File: config.mk
export PLATFORM = sky130hd
export DESIGN_NAME = dsm_top
export DESIGN_NICKNAME = d
export VERILOG_FILES = /design/src/hdl/dsm_pkg.sv /design/src/hdl/dsm_top.sv
export SDC_FILE = /design/constraint.sdc
export NUM_CORES = 1
export LEC_CHECK = 0
export BUFFER_PORTS_ARGS = -buffer_cell sky130_fd_sc_hd__buf_2
export CORE_ASPECT_RATIO = 0.9
export CORE_UTILIZATION = 49
export CTS_CLUSTER_DIAMETER = 120
export DETAILED_ROUTE_END_ITERATION = 6
export GPL_ROUTABILITY_DRIVEN = 0
export PLACE_DENSITY = 0.76
export SETUP_SLACK_MARGIN = 0.02
export SLEW_MARGIN = 20
export SYNTH_ARGS = -nofsm -noshare
export SYNTH_HDL_FRONTEND = slang
export SYNTH_SLANG_ARGS = --single-unit
File: constraint.sdc
create_clock -name clk_sys -period 2.15 [get_ports clk_sys]
set_input_delay 0.1075 -clock clk_sys [delete_from_list [all_inputs] [get_ports clk_sys]]
set_output_delay 0.1075 -clock clk_sys [all_outputs]
set_load 0.005 [all_outputs]
File: src/hdl/dsm_pkg.sv
// Functional notes
// RL1 - Enable set mixes selected carrier and keying; clear gives no modulated output.
// RL2 - Output status bit reads the present modulator output; writes ignored.
// RL3 - Readback is sampled on the register clock; fast carriers may misread.
// RL4 - Output invert select 1 inverts output, idles high; 0 idles low.
// RL5 - Software keying level 1 selects high carrier, 0 low carrier.
// RL6 - Software must pick the software level as keying source first.
// RL7 - High carrier invert 1 inverts the selected high carrier before mixing.
// RL8 - High sync set: leave high carrier only on its falling edge.
// RL9 - High sync clear: leave high carrier immediately on keying change.
// RL10 - Low carrier invert 1 inverts the selected low carrier before mixing.
// RL11 - Low sync set: leave low carrier only on its falling edge.
// RL12 - Low sync clear: leave low carrier immediately on keying change.
// RL13 - High selector codes map pin, clocks, capture, pwm, oscillator, logic cells.
// RL14 - Low selector uses the same codes; code 0 is its own pin.
// RL15 - Reserved low selector codes feed constant zero as carrier.
// RL16 - Unimplemented register bits read zero, writes to them ignored.
// RL17 - All implemented fields clear to zero on every reset.
// RL18 - Output is keying AND high carrier, or not keying AND low carrier.
// RL19 - Keying selector: code 1 software level, code 0 pin, unused zero.
// RL20 - Disabling keeps stored selections; they act again when re-enabled.
// RL21 - Reserved high selector codes feed constant zero as carrier.
// RL22 - Carrier inversion is applied before falling edge detection.
package dsm_pkg;
    localparam int         ADDR_W      = 3;
    localparam int         DATA_W      = 8;
    localparam int         SEL_W       = 5;
    localparam int         SRC_N       = 32;
    // Register offsets
    localparam logic [2:0] OFS_CON0    = 3'h0;
    localparam logic [2:0] OFS_CON1    = 3'h1;
    localparam logic [2:0] OFS_UPPER_CARRIER    = 3'h2;
    localparam logic [2:0] OFS_LOWER_CARRIER    = 3'h3;
    localparam logic [2:0] OFS_KSRC    = 3'h4;
    // Field positions
    localparam int         B_EN        = 7;
    localparam int         B_OUT       = 5;
    localparam int         B_OUTPUT_INVERT_SELECT      = 4;
    localparam int         B_BIT       = 0;
    localparam int         B_HIGH_CARRIER_INVERT     = 5;
    localparam int         B_HIGH_CARRIER_EDGE_SYNC    = 4;
    localparam int         B_LOW_CARRIER_INVERT     = 1;
    localparam int         B_LOW_CARRIER_EDGE_SYNC    = 0;
    // Writable masks and reset value
    localparam logic [7:0] CON0_WMASK  = 8'h91;
    localparam logic [7:0] CON1_WMASK  = 8'h33;
    localparam logic [7:0] SEL_WMASK   = 8'h1F;
    localparam logic [7:0] REG_RST     = 8'h00;
    // Carrier selector codes
    localparam logic [4:0] CAR_PIN     = 5'h00;
    localparam logic [4:0] CAR_NCO     = 5'h0E;
    localparam logic [4:0] CAR_RSV_A   = 5'h0C;
    localparam logic [4:0] CAR_RSV_B   = 5'h0D;
    localparam logic [4:0] CAR_LAST    = 5'h12;
    // Keying selector codes
    localparam logic [4:0] KEY_PIN     = 5'h00;
    localparam logic [4:0] KEY_BIT     = 5'h01;
    // Active carrier
    typedef enum logic {
        DSM_ACT_LOW  = 1'b0,
        DSM_ACT_HIGH = 1'b1
    } dsm_act_t;
endpackage : dsm_pkg

File: src/hdl/dsm_top.sv
// Implementation choices: the register addresses and the address-and-strobe port.
`timescale 1ns/1ps

module dsm_car_path (
    // Clock and control
    input  wire logic                        clk_sys,
    input  wire logic                        rst,
    input  wire logic                        ce,
    // Source selection
    input  wire logic [dsm_pkg::SRC_N-1:0]   src_vec,
    input  wire logic [dsm_pkg::SEL_W-1:0]   sel,
    input  wire logic                        invert,
    // Carrier out
    output logic                             car,
    output logic                             fall
);
    import dsm_pkg::*;

    logic prev_q;
    logic raw;

    assign raw  = src_vec[sel];                 // RL13 RL14
    assign car  = raw ^ invert;                 // RL7 RL10
    assign fall = prev_q & ~car;                // RL22

    always_ff @(posedge clk_sys) begin
        if (rst) begin
            prev_q <= 1'b0;
        end else if (ce) begin
            prev_q <= car;
        end
    end
endmodule : dsm_car_path

module dsm_top (
    // Clock, reset, enable
    input  wire logic                        clk_sys,
    input  wire logic                        rst,
    input  wire logic                        ce,
    // Register port
    input  wire logic [dsm_pkg::ADDR_W-1:0]  reg_addr,
    input  wire logic [dsm_pkg::DATA_W-1:0]  reg_wdata,
    input  wire logic                        reg_wr,
    input  wire logic                        reg_rd,
    output logic      [dsm_pkg::DATA_W-1:0]  reg_rdata,
    // Carrier sources
    input  wire logic                        high_carrier_pin_route,
    input  wire logic                        low_carrier_pin_route,
    input  wire logic                        system_clock_source,
    input  wire logic                        fast_internal_oscillator,
    input  wire logic                        reference_clock_output,
    input  wire logic [3:0]                  capture_out,
    input  wire logic [3:0]                  pwm_out,
    input  wire logic                        numeric_oscillator_output,
    input  wire logic [3:0]                  logic_cell_out,
    // Keying sources
    input  wire logic                        keying_pin,
    input  wire logic [1:0]                  comparator_out,
    input  wire logic [1:0]                  uart_tx,
    input  wire logic                        spi_data_out,
    input  wire logic                        can_tx,
    // Modulated output
    output logic                             mixed_output_pin
);
    import dsm_pkg::*;

    logic [7:0]       con0_q;
    logic [7:0]       con1_q;
    logic [7:0]       upper_carrier_q;
    logic [7:0]       lower_carrier_q;
    logic [7:0]       ksrc_q;
    logic [7:0]       rdata_q;
    logic             out_q;
    dsm_act_t         act_q;
    dsm_act_t         act_d;

    // Field decode
    wire              en      = con0_q[B_EN];
    wire              output_invert_select    = con0_q[B_OUTPUT_INVERT_SELECT];
    wire              sw_key  = con0_q[B_BIT];
    wire              high_carrier_invert   = con1_q[B_HIGH_CARRIER_INVERT];
    wire              high_carrier_edge_sync  = con1_q[B_HIGH_CARRIER_EDGE_SYNC];
    wire              low_carrier_invert   = con1_q[B_LOW_CARRIER_INVERT];
    wire              low_carrier_edge_sync  = con1_q[B_LOW_CARRIER_EDGE_SYNC];

    // Address decode
    wire              hit_con0 = (reg_addr == OFS_CON0);
    wire              hit_con1 = (reg_addr == OFS_CON1);
    wire              hit_upper_carrier = (reg_addr == OFS_UPPER_CARRIER);
    wire              hit_lower_carrier = (reg_addr == OFS_LOWER_CARRIER);
    wire              hit_ksrc = (reg_addr == OFS_KSRC);
    wire              wr_con0  = reg_wr & hit_con0;
    wire              wr_con1  = reg_wr & hit_con1;
    wire              wr_upper_carrier  = reg_wr & hit_upper_carrier;
    wire              wr_lower_carrier  = reg_wr & hit_lower_carrier;
    wire              wr_ksrc  = reg_wr & hit_ksrc;

    // Effective selections; disabled forces defaults, stored values kept
    wire [SEL_W-1:0]  hi_sel  = en ? upper_carrier_q[SEL_W-1:0] : CAR_PIN;   // RL20
    wire [SEL_W-1:0]  lo_sel  = en ? lower_carrier_q[SEL_W-1:0] : CAR_PIN;   // RL20
    wire [SEL_W-1:0]  key_sel = en ? ksrc_q[SEL_W-1:0] : KEY_BIT;   // RL20

    // Source vectors, reserved codes tied to zero
    wire [SRC_N-2:0]  car_com = {13'h0000, logic_cell_out, numeric_oscillator_output,
                                 2'h0, pwm_out, capture_out, reference_clock_output,
                                 fast_internal_oscillator, system_clock_source}; // RL15 RL21
    wire [SRC_N-1:0]  hi_vec  = {car_com, high_carrier_pin_route};   // RL13
    wire [SRC_N-1:0]  lo_vec  = {car_com, low_carrier_pin_route};    // RL14
    wire [SRC_N-1:0]  key_vec = {8'h00, can_tx, spi_data_out, 1'b0, uart_tx,
                                 logic_cell_out, comparator_out,
                                 numeric_oscillator_output, 2'h0, pwm_out,
                                 capture_out, sw_key, keying_pin};   // RL19
    wire              keying_input = key_vec[key_sel];               // RL5

    logic             upper_carrier;
    logic             lower_carrier;
    logic             hi_fall;
    logic             lo_fall;

    dsm_car_path u_hi (
        .clk_sys (clk_sys),
        .rst     (rst),
        .ce      (ce),
        .src_vec (hi_vec),
        .sel     (hi_sel),
        .invert  (high_carrier_invert),
        .car     (upper_carrier),
        .fall    (hi_fall)
    );

    dsm_car_path u_lo (
        .clk_sys (clk_sys),
        .rst     (rst),
        .ce      (ce),
        .src_vec (lo_vec),
        .sel     (lo_sel),
        .invert  (low_carrier_invert),
        .car     (lower_carrier),
        .fall    (lo_fall)
    );

    // Active carrier selection with optional edge wait
    always_comb begin
        case (act_q)
            DSM_ACT_LOW: begin
                if (keying_input && (!low_carrier_edge_sync || lo_fall)) begin   // RL11 RL12
                    act_d = DSM_ACT_HIGH;
                end else begin
                    act_d = DSM_ACT_LOW;
                end
            end
            DSM_ACT_HIGH: begin
                if (!keying_input && (!high_carrier_edge_sync || hi_fall)) begin  // RL8 RL9
                    act_d = DSM_ACT_LOW;
                end else begin
                    act_d = DSM_ACT_HIGH;
                end
            end
            default: begin
                act_d = DSM_ACT_LOW;
            end
        endcase
    end

    // Mixing and output polarity
    wire              key_act    = (act_d == DSM_ACT_HIGH);
    wire              signal_mixer = (key_act & upper_carrier) |
                                     (~key_act & lower_carrier);   // RL18
    wire              out_d      = (en & signal_mixer) ^ output_invert_select;     // RL1 RL4

    // Read mux
    wire [7:0]        con0_rd = (con0_q & CON0_WMASK) |
                                ({7'h00, out_q} << B_OUT);         // RL2 RL3
    wire [7:0]        rd_mux  = hit_con0 ? con0_rd :
                                hit_con1 ? con1_q  :
                                hit_upper_carrier ? upper_carrier_q  :
                                hit_lower_carrier ? lower_carrier_q  :
                                hit_ksrc ? ksrc_q  : REG_RST;       // RL16

    always_ff @(posedge clk_sys) begin
        if (rst) begin
            con0_q <= REG_RST;                                      // RL17
            con1_q <= REG_RST;
            upper_carrier_q <= REG_RST;
            lower_carrier_q <= REG_RST;
            ksrc_q <= REG_RST;
        end else if (ce) begin
            if (wr_con0) con0_q <= reg_wdata & CON0_WMASK;         // RL16
            if (wr_con1) con1_q <= reg_wdata & CON1_WMASK;
            if (wr_upper_carrier) upper_carrier_q <= reg_wdata & SEL_WMASK;
            if (wr_lower_carrier) lower_carrier_q <= reg_wdata & SEL_WMASK;
            if (wr_ksrc) ksrc_q <= reg_wdata & SEL_WMASK;
        end
    end

    always_ff @(posedge clk_sys) begin
        if (rst) begin
            rdata_q <= REG_RST;
            out_q   <= 1'b0;
            act_q   <= DSM_ACT_LOW;
        end else if (ce) begin
            rdata_q <= reg_rd ? rd_mux : REG_RST;
            out_q   <= out_d;
            act_q   <= act_d;
        end
    end

    assign reg_rdata        = rdata_q;
    assign mixed_output_pin = out_q;

    // Checks
    wire lo_rsv = (lo_sel > CAR_LAST) || (lo_sel == CAR_RSV_A) || (lo_sel == CAR_RSV_B);
    wire hi_rsv = (hi_sel > CAR_LAST) || (hi_sel == CAR_RSV_A) || (hi_sel == CAR_RSV_B);

    property p_disabled_idle;
        @(posedge clk_sys) disable iff (rst)
        (ce && !en && !wr_con0) |=> (mixed_output_pin == $past(output_invert_select));
    endproperty
    a_disabled_idle: assert property (p_disabled_idle)   // RL1
        else $error("disabled modulator drove a non-idle level");

    property p_readback;
        @(posedge clk_sys) disable iff (rst)
        (ce && reg_rd && hit_con0) |=> (reg_rdata[B_OUT] == $past(out_q));
    endproperty
    a_readback: assert property (p_readback)   // RL2
        else $error("output status readback mismatch");

    property p_out_read_only;
        @(posedge clk_sys) disable iff (rst)
        (ce && wr_con0) |=> (con0_q[B_OUT] == 1'b0);
    endproperty
    a_out_read_only: assert property (p_out_read_only)   // RL2
        else $error("write reached the output status bit");

    property p_polarity;
        @(posedge clk_sys) disable iff (rst)
        (ce && en && output_invert_select && !signal_mixer && !wr_con0) |=> mixed_output_pin;
    endproperty
    a_polarity: assert property (p_polarity)   // RL4
        else $error("inverted output failed to idle high");

    property p_soft_key;
        @(posedge clk_sys) disable iff (rst)
        (en && key_sel == KEY_BIT) |-> (keying_input == sw_key);
    endproperty
    a_soft_key: assert property (p_soft_key)   // RL5
        else $error("software level not used as keying input");

    property p_hi_inv;
        @(posedge clk_sys) disable iff (rst)
        (en && hi_sel == CAR_NCO) |-> (upper_carrier == (numeric_oscillator_output ^ high_carrier_invert));
    endproperty
    a_hi_inv: assert property (p_hi_inv)   // RL7
        else $error("high carrier inversion or selection wrong");

    property p_hi_wait;
        @(posedge clk_sys) disable iff (rst)
        (ce && act_q == DSM_ACT_HIGH && !keying_input && high_carrier_edge_sync && !hi_fall)
            |=> (act_q == DSM_ACT_HIGH);
    endproperty
    a_hi_wait: assert property (p_hi_wait)   // RL8
        else $error("left high carrier without its falling edge");

    property p_hi_now;
        @(posedge clk_sys) disable iff (rst)
        (ce && act_q == DSM_ACT_HIGH && !keying_input && !high_carrier_edge_sync)
            |=> (act_q == DSM_ACT_LOW);
    endproperty
    a_hi_now: assert property (p_hi_now)   // RL9
        else $error("unsynchronised switch off high carrier delayed");

    property p_lo_inv;
        @(posedge clk_sys) disable iff (rst)
        (en && lo_sel == CAR_NCO) |-> (lower_carrier == (numeric_oscillator_output ^ low_carrier_invert));
    endproperty
    a_lo_inv: assert property (p_lo_inv)   // RL10
        else $error("low carrier inversion or selection wrong");

    property p_lo_wait;
        @(posedge clk_sys) disable iff (rst)
        (ce && act_q == DSM_ACT_LOW && keying_input && low_carrier_edge_sync && !lo_fall)
            |=> (act_q == DSM_ACT_LOW);
    endproperty
    a_lo_wait: assert property (p_lo_wait)   // RL11
        else $error("left low carrier without its falling edge");

    property p_lo_now;
        @(posedge clk_sys) disable iff (rst)
        (ce && act_q == DSM_ACT_LOW && keying_input && !low_carrier_edge_sync)
            |=> (act_q == DSM_ACT_HIGH);
    endproperty
    a_lo_now: assert property (p_lo_now)   // RL12
        else $error("unsynchronised switch off low carrier delayed");

    property p_lo_rsv;
        @(posedge clk_sys) disable iff (rst)
        lo_rsv |-> (lower_carrier == low_carrier_invert);
    endproperty
    a_lo_rsv: assert property (p_lo_rsv)   // RL15
        else $error("reserved low code fed a live carrier");

    property p_hi_rsv;
        @(posedge clk_sys) disable iff (rst)
        hi_rsv |-> (upper_carrier == high_carrier_invert);
    endproperty
    a_hi_rsv: assert property (p_hi_rsv)   // RL21
        else $error("reserved high code fed a live carrier");

    property p_unimpl_zero;
        @(posedge clk_sys) disable iff (rst)
        (ce && reg_rd && hit_con1) |=> ((reg_rdata & ~CON1_WMASK) == REG_RST);
    endproperty
    a_unimpl_zero: assert property (p_unimpl_zero)   // RL16
        else $error("unimplemented bits read non-zero");

    property p_reset_clear;
        @(posedge clk_sys) disable iff (rst)
        $past(rst) |-> (con0_q == REG_RST && con1_q == REG_RST &&
                        upper_carrier_q == REG_RST && lower_carrier_q == REG_RST && ksrc_q == REG_RST);
    endproperty
    a_reset_clear: assert property (p_reset_clear)   // RL17
        else $error("register not cleared by reset");

    property p_mix_and;
        @(posedge clk_sys) disable iff (rst)
        (ce && en && !wr_con0 && key_act && !upper_carrier)
            |=> (mixed_output_pin == $past(output_invert_select));
    endproperty
    a_mix_and: assert property (p_mix_and)   // RL18
        else $error("output active while high carrier low");

    property p_disabled_key;
        @(posedge clk_sys) disable iff (rst)
        !en |-> (keying_input == sw_key && hi_sel == CAR_PIN && lo_sel == CAR_PIN);
    endproperty
    a_disabled_key: assert property (p_disabled_key)   // RL20
        else $error("disabled module kept non-default sources");

    property p_fall_inverted;
        @(posedge clk_sys) disable iff (rst)
        hi_fall |-> !upper_carrier;
    endproperty
    a_fall_inverted: assert property (p_fall_inverted)   // RL22
        else $error("edge detected on carrier before inversion");

    c_hi_sync_wait: cover property (@(posedge clk_sys) disable iff (rst)
        act_q == DSM_ACT_HIGH && !keying_input && high_carrier_edge_sync ##1 hi_fall);
    c_lo_switch: cover property (@(posedge clk_sys) disable iff (rst)
        en && act_q == DSM_ACT_LOW ##1 act_q == DSM_ACT_HIGH);
    c_inverted_out: cover property (@(posedge clk_sys) disable iff (rst)
        en && output_invert_select && mixed_output_pin);
endmodule : dsm_top

==> flow_metrics.py <==
metrics = {
    "detailed_routing": {
        "post_drt_wl_per_cell_um": 16.6,
        "drcViolationCount": 0,
        "drtIter0Drc": 272,
        "drtAntennaViolNets": 0,
        "routed_via_density": 5.92,
        "dr.pass1.iters": 6,
        "via_count": 2233,
        "wl_um": 6250,
    },
    "final_layout": {
        "fin_util_pct": 65.8,
        "layout-drive-gt1-share_pct": 34.1,
        "area_growth_pct": 25.0,
        "finish.instance_area_um2": 2760,
        "fin_nets": 358,
        "antenna_cells": 0,
    },
    "logic_synthesis": {
        "syn-cell-area_um2": 2200,
        "syn_nets": 300,
        "synth.top_cell.area_share_pct": 30.0,
        "synth_common_cells": "mux2i_1, dfxtp_1, nor2_1, a21oi_1, nand2_1",
        "ys_seq_area_share_pct": 30.0,
        "ys.flop_type": "dfxtp_1",
        "ys_types": 48,
        "avgSynthCellArea_um2": 8.51,
        "syn_inst": 259,
        "async_flop_share_pct": 0,
        "synth_most_common_cell": "mux2i_1",
        "ys_warn_count": 0,
        "synth_edf_count": 0,
        "synth-seq-cells": 33,
        "yosysTopAreaCell": "dfxtp_1",
        "synth_area_leaders": "dfxtp_1, mux2i_1, nor2_1",
    },
    "sta": {
        "rsz0062_at_grt": "yes",
        "clock_skew_ns": 0.00800,
        "setup_tns_ns": -0.0634,
        "min_period_ns": 2.21,
        "clock.fmax_ghz": 0.452,
        "setup_viol": 1,
        "fin_crit_sh_pct": 103,
        "fin_ws_ns": -0.0634,
        "final_max_slew_viol_count": 0,
        "tightestPinTransition_ns": 0.621,
        "holdWs_ns": 0.0541,
        "finalHoldViolCount": 0,
        "slew-limit-headroom_pct": 58.6,
    },
    "worst_setup_path": {
        "crit_type": "flip-flop to flip-flop",
        "cp_top_family": "compound AO/OA/AOI/OAI gates",
        "crit_chain": "buf_6, mux4_2, mux2i_1, or3_4, a32o_1, a32oi_2, nor2_1, a2111oi_2",
        "end_kind": "flip-flop",
        "start_kind": "flip-flop",
        "cp_max_fo": 5,
        "r2r_setup_slack_ns": -0.06,
        "cp_slowest_stage_delay_ns": 0.39,
        "crit_path_top_delay_cell": "or3_4",
        "crit_path_start": "ksrc_q[0]$_SDFFE_PP0P_",
        "cp.arrival_ns": 2.40,
        "cp.required_ns": 2.34,
        "r2r-start": "ksrc_q[0]$_SDFFE_PP0P_",
        "worstPathBufferInverterCount": 1,
    },
    "pwr": {
        "p_seq_share_pct": 44.8,
        "internal_power_mw": 1.05,
        "p_leak_nw": 1.12,
        "switching_share_pct": 25.5,
        "pwr-share-clk_pct": 41.3,
        "peakVddDrop_mv": 0.409,
        "switchingPower_mw": 0.357,
        "power.density_nw_per_um2": 509,
        "share_comb_of_total_power_pct": 13.9,
    },
    "worst_hold_path": {
        "hold_start": "reg_wdata[5]",
        "hp-class": "primary input to flip-flop",
    },
    "place": {
        "io_buffers": 47,
        "hpwl_um": 4570,
        "placed_cell_area_um2": 2590,
    },
    "floorplanning": {
        "initial_core_util_pct": 52.7,
        "core_area_um2": 4180,
        "ios": 50,
        "die_area_um2": 4770,
        "rows": 22,
        "die_y_um": 65.6,
        "die_w_um": 72.7,
    },
    "clocking": {
        "clk_pin_slew_ns": 0.08,
        "clockBufferDepth": 2,
        "numCtsBuffers": 5,
        "cts.sinks": 33,
        "clk_latency_ns": 0.29,
        "root_buffer": "clkbuf_8",
        "cts_tree": "built",
        "h-tree-depth": 2,
    },
    "run_status": {
        "outcome": "complete, but fails checks",
        "violations": "setup timing",
    },
    "global_route": {
        "grt_pass1_wl_um": 9920,
        "grt_max_degree": 34,
        "grt.total_usage_pct": 27.9,
        "grt_pass1_vias": 1986,
        "antenna_found_initial": 0,
        "overflow": 0,
    },
    "flow_run": {
        "drv_cap": 0,
    },
}
## power by group through the flow
| stage | logic (mW) | clock network (mW) | registers, mW |
|---|---|---|---|
| 6_report | 0.196 | 0.579 | 0.628 |
| 5_1_grt | 0.212 | 0.616 | 0.629 |
| 4_1_cts | 0.188 | 0.579 | 0.630 |
| 3_5_place_dp | 0.187 | 0 | 0.646 |
| 3_3_place_gp | 0.185 | 0 | 0.645 |
| 2_1_floorplan | 0.111 | 0 | 0.640 |
## stage by stage
stage	setup slack [ns]	instances	power (mW)
final	-0.0634	377	1.40
after global routing	-0.153	377	1.46
after CTS	-0.0606	376	1.40
after detailed placement	-0.218	369	0.832
after global placement	-0.161	369	0.830
after floorplan	0.0221	259	0.751
## path summary, 6_finish.rpt
check                                                      to  cells after the start
worst max-delay path            mixed_output_pin$_SDFFE_PP0P_                      8
worst max register to register  mixed_output_pin$_SDFFE_PP0P_                      8
worst min-delay path                   con1_q[5]$_SDFFE_PP0P_                      3
worst min register to register      reg_rdata[0]$_SDFFE_PP0P_                      2
## cells by family (layout without fill, tap and decap cells)
family,Yosys count,after routing,share of synthesized area [%]
and+or+nand+nor,94,94,21.5
AOI/OAI and AO/OA,56,56,17.0
muxes,46,46,24.6
DFF,33,33,30.0
buffers and inverters,27,85,5.91
xor gates and xnor gates,2,2,0.795
other,1,1,0.170
## worst min-delay path, delay by kind of cell
family | cells | cell delay [ns]
muxes | 1 | 0.05
and+or+nand+nor | 1 | 0.07
buffers and inverters | 1 | 0.08
## routing by layer
metal / global-route usage (%) / vias to the layer above / part of all wire (%)
met3: 6.13 / 18 / 9.1
met5: 0 / - / 0
met1: 39.4 / 1037 / 44
met2: 41.6 / 123 / 45
li1: - / 1055 / -
met4: 9.31 / 0 / 2.0
## registers in the layout (all words and copies together), names as in the netlist, 3 cells and up
register and count:
reg_rdata 7, upper_carrier_q 5, con1_q 4, con0_q 3, ksrc_q 5, lower_carrier_q 5
## layout by cell type, fill, tap and decap left out, types with 3 or more instances in the layout
| cell | count |
|---|---|
| buf_2 | 47 |
| o221ai_1 | 3 |
| o21ai_0 | 8 |
| dfxtp_2 | 4 |
| nand4_1 | 5 |
| buf_4 | 25 |
| nor2_1 | 33 |
| mux2_2 | 5 |
| o21a_1 | 3 |
| a21oi_1 | 16 |
| nand2_1 | 17 |
| nor2b_1 | 9 |
| nand3_1 | 5 |
| clkbuf_8 | 5 |
| nand3b_1 | 3 |
| mux2i_1 | 35 |
| nand2b_1 | 10 |
| inv_1 | 4 |
| dfxtp_1 | 25 |
| dfxtp_4 | 4 |
| mux4_2 | 4 |
| o22ai_1 | 4 |
## final cells by class
type                       count  area (µm²)
clock buffer                   5        68.8
fill                         369        1430
sequential                    33         681
timing repair buffer          74         445
tap                           60        75.1
multi-input combinational    199        1440
inverter                       4        15.0
clock inverter                 2        35.0
## timing repair
item,in CTS,in global routing
gates resized for setup,10,11
pin swaps,2,6
setup buffers,0,1
setup endpoints to repair,2,2
hold buffers,0,0
(Power assumes the default switching activity.)
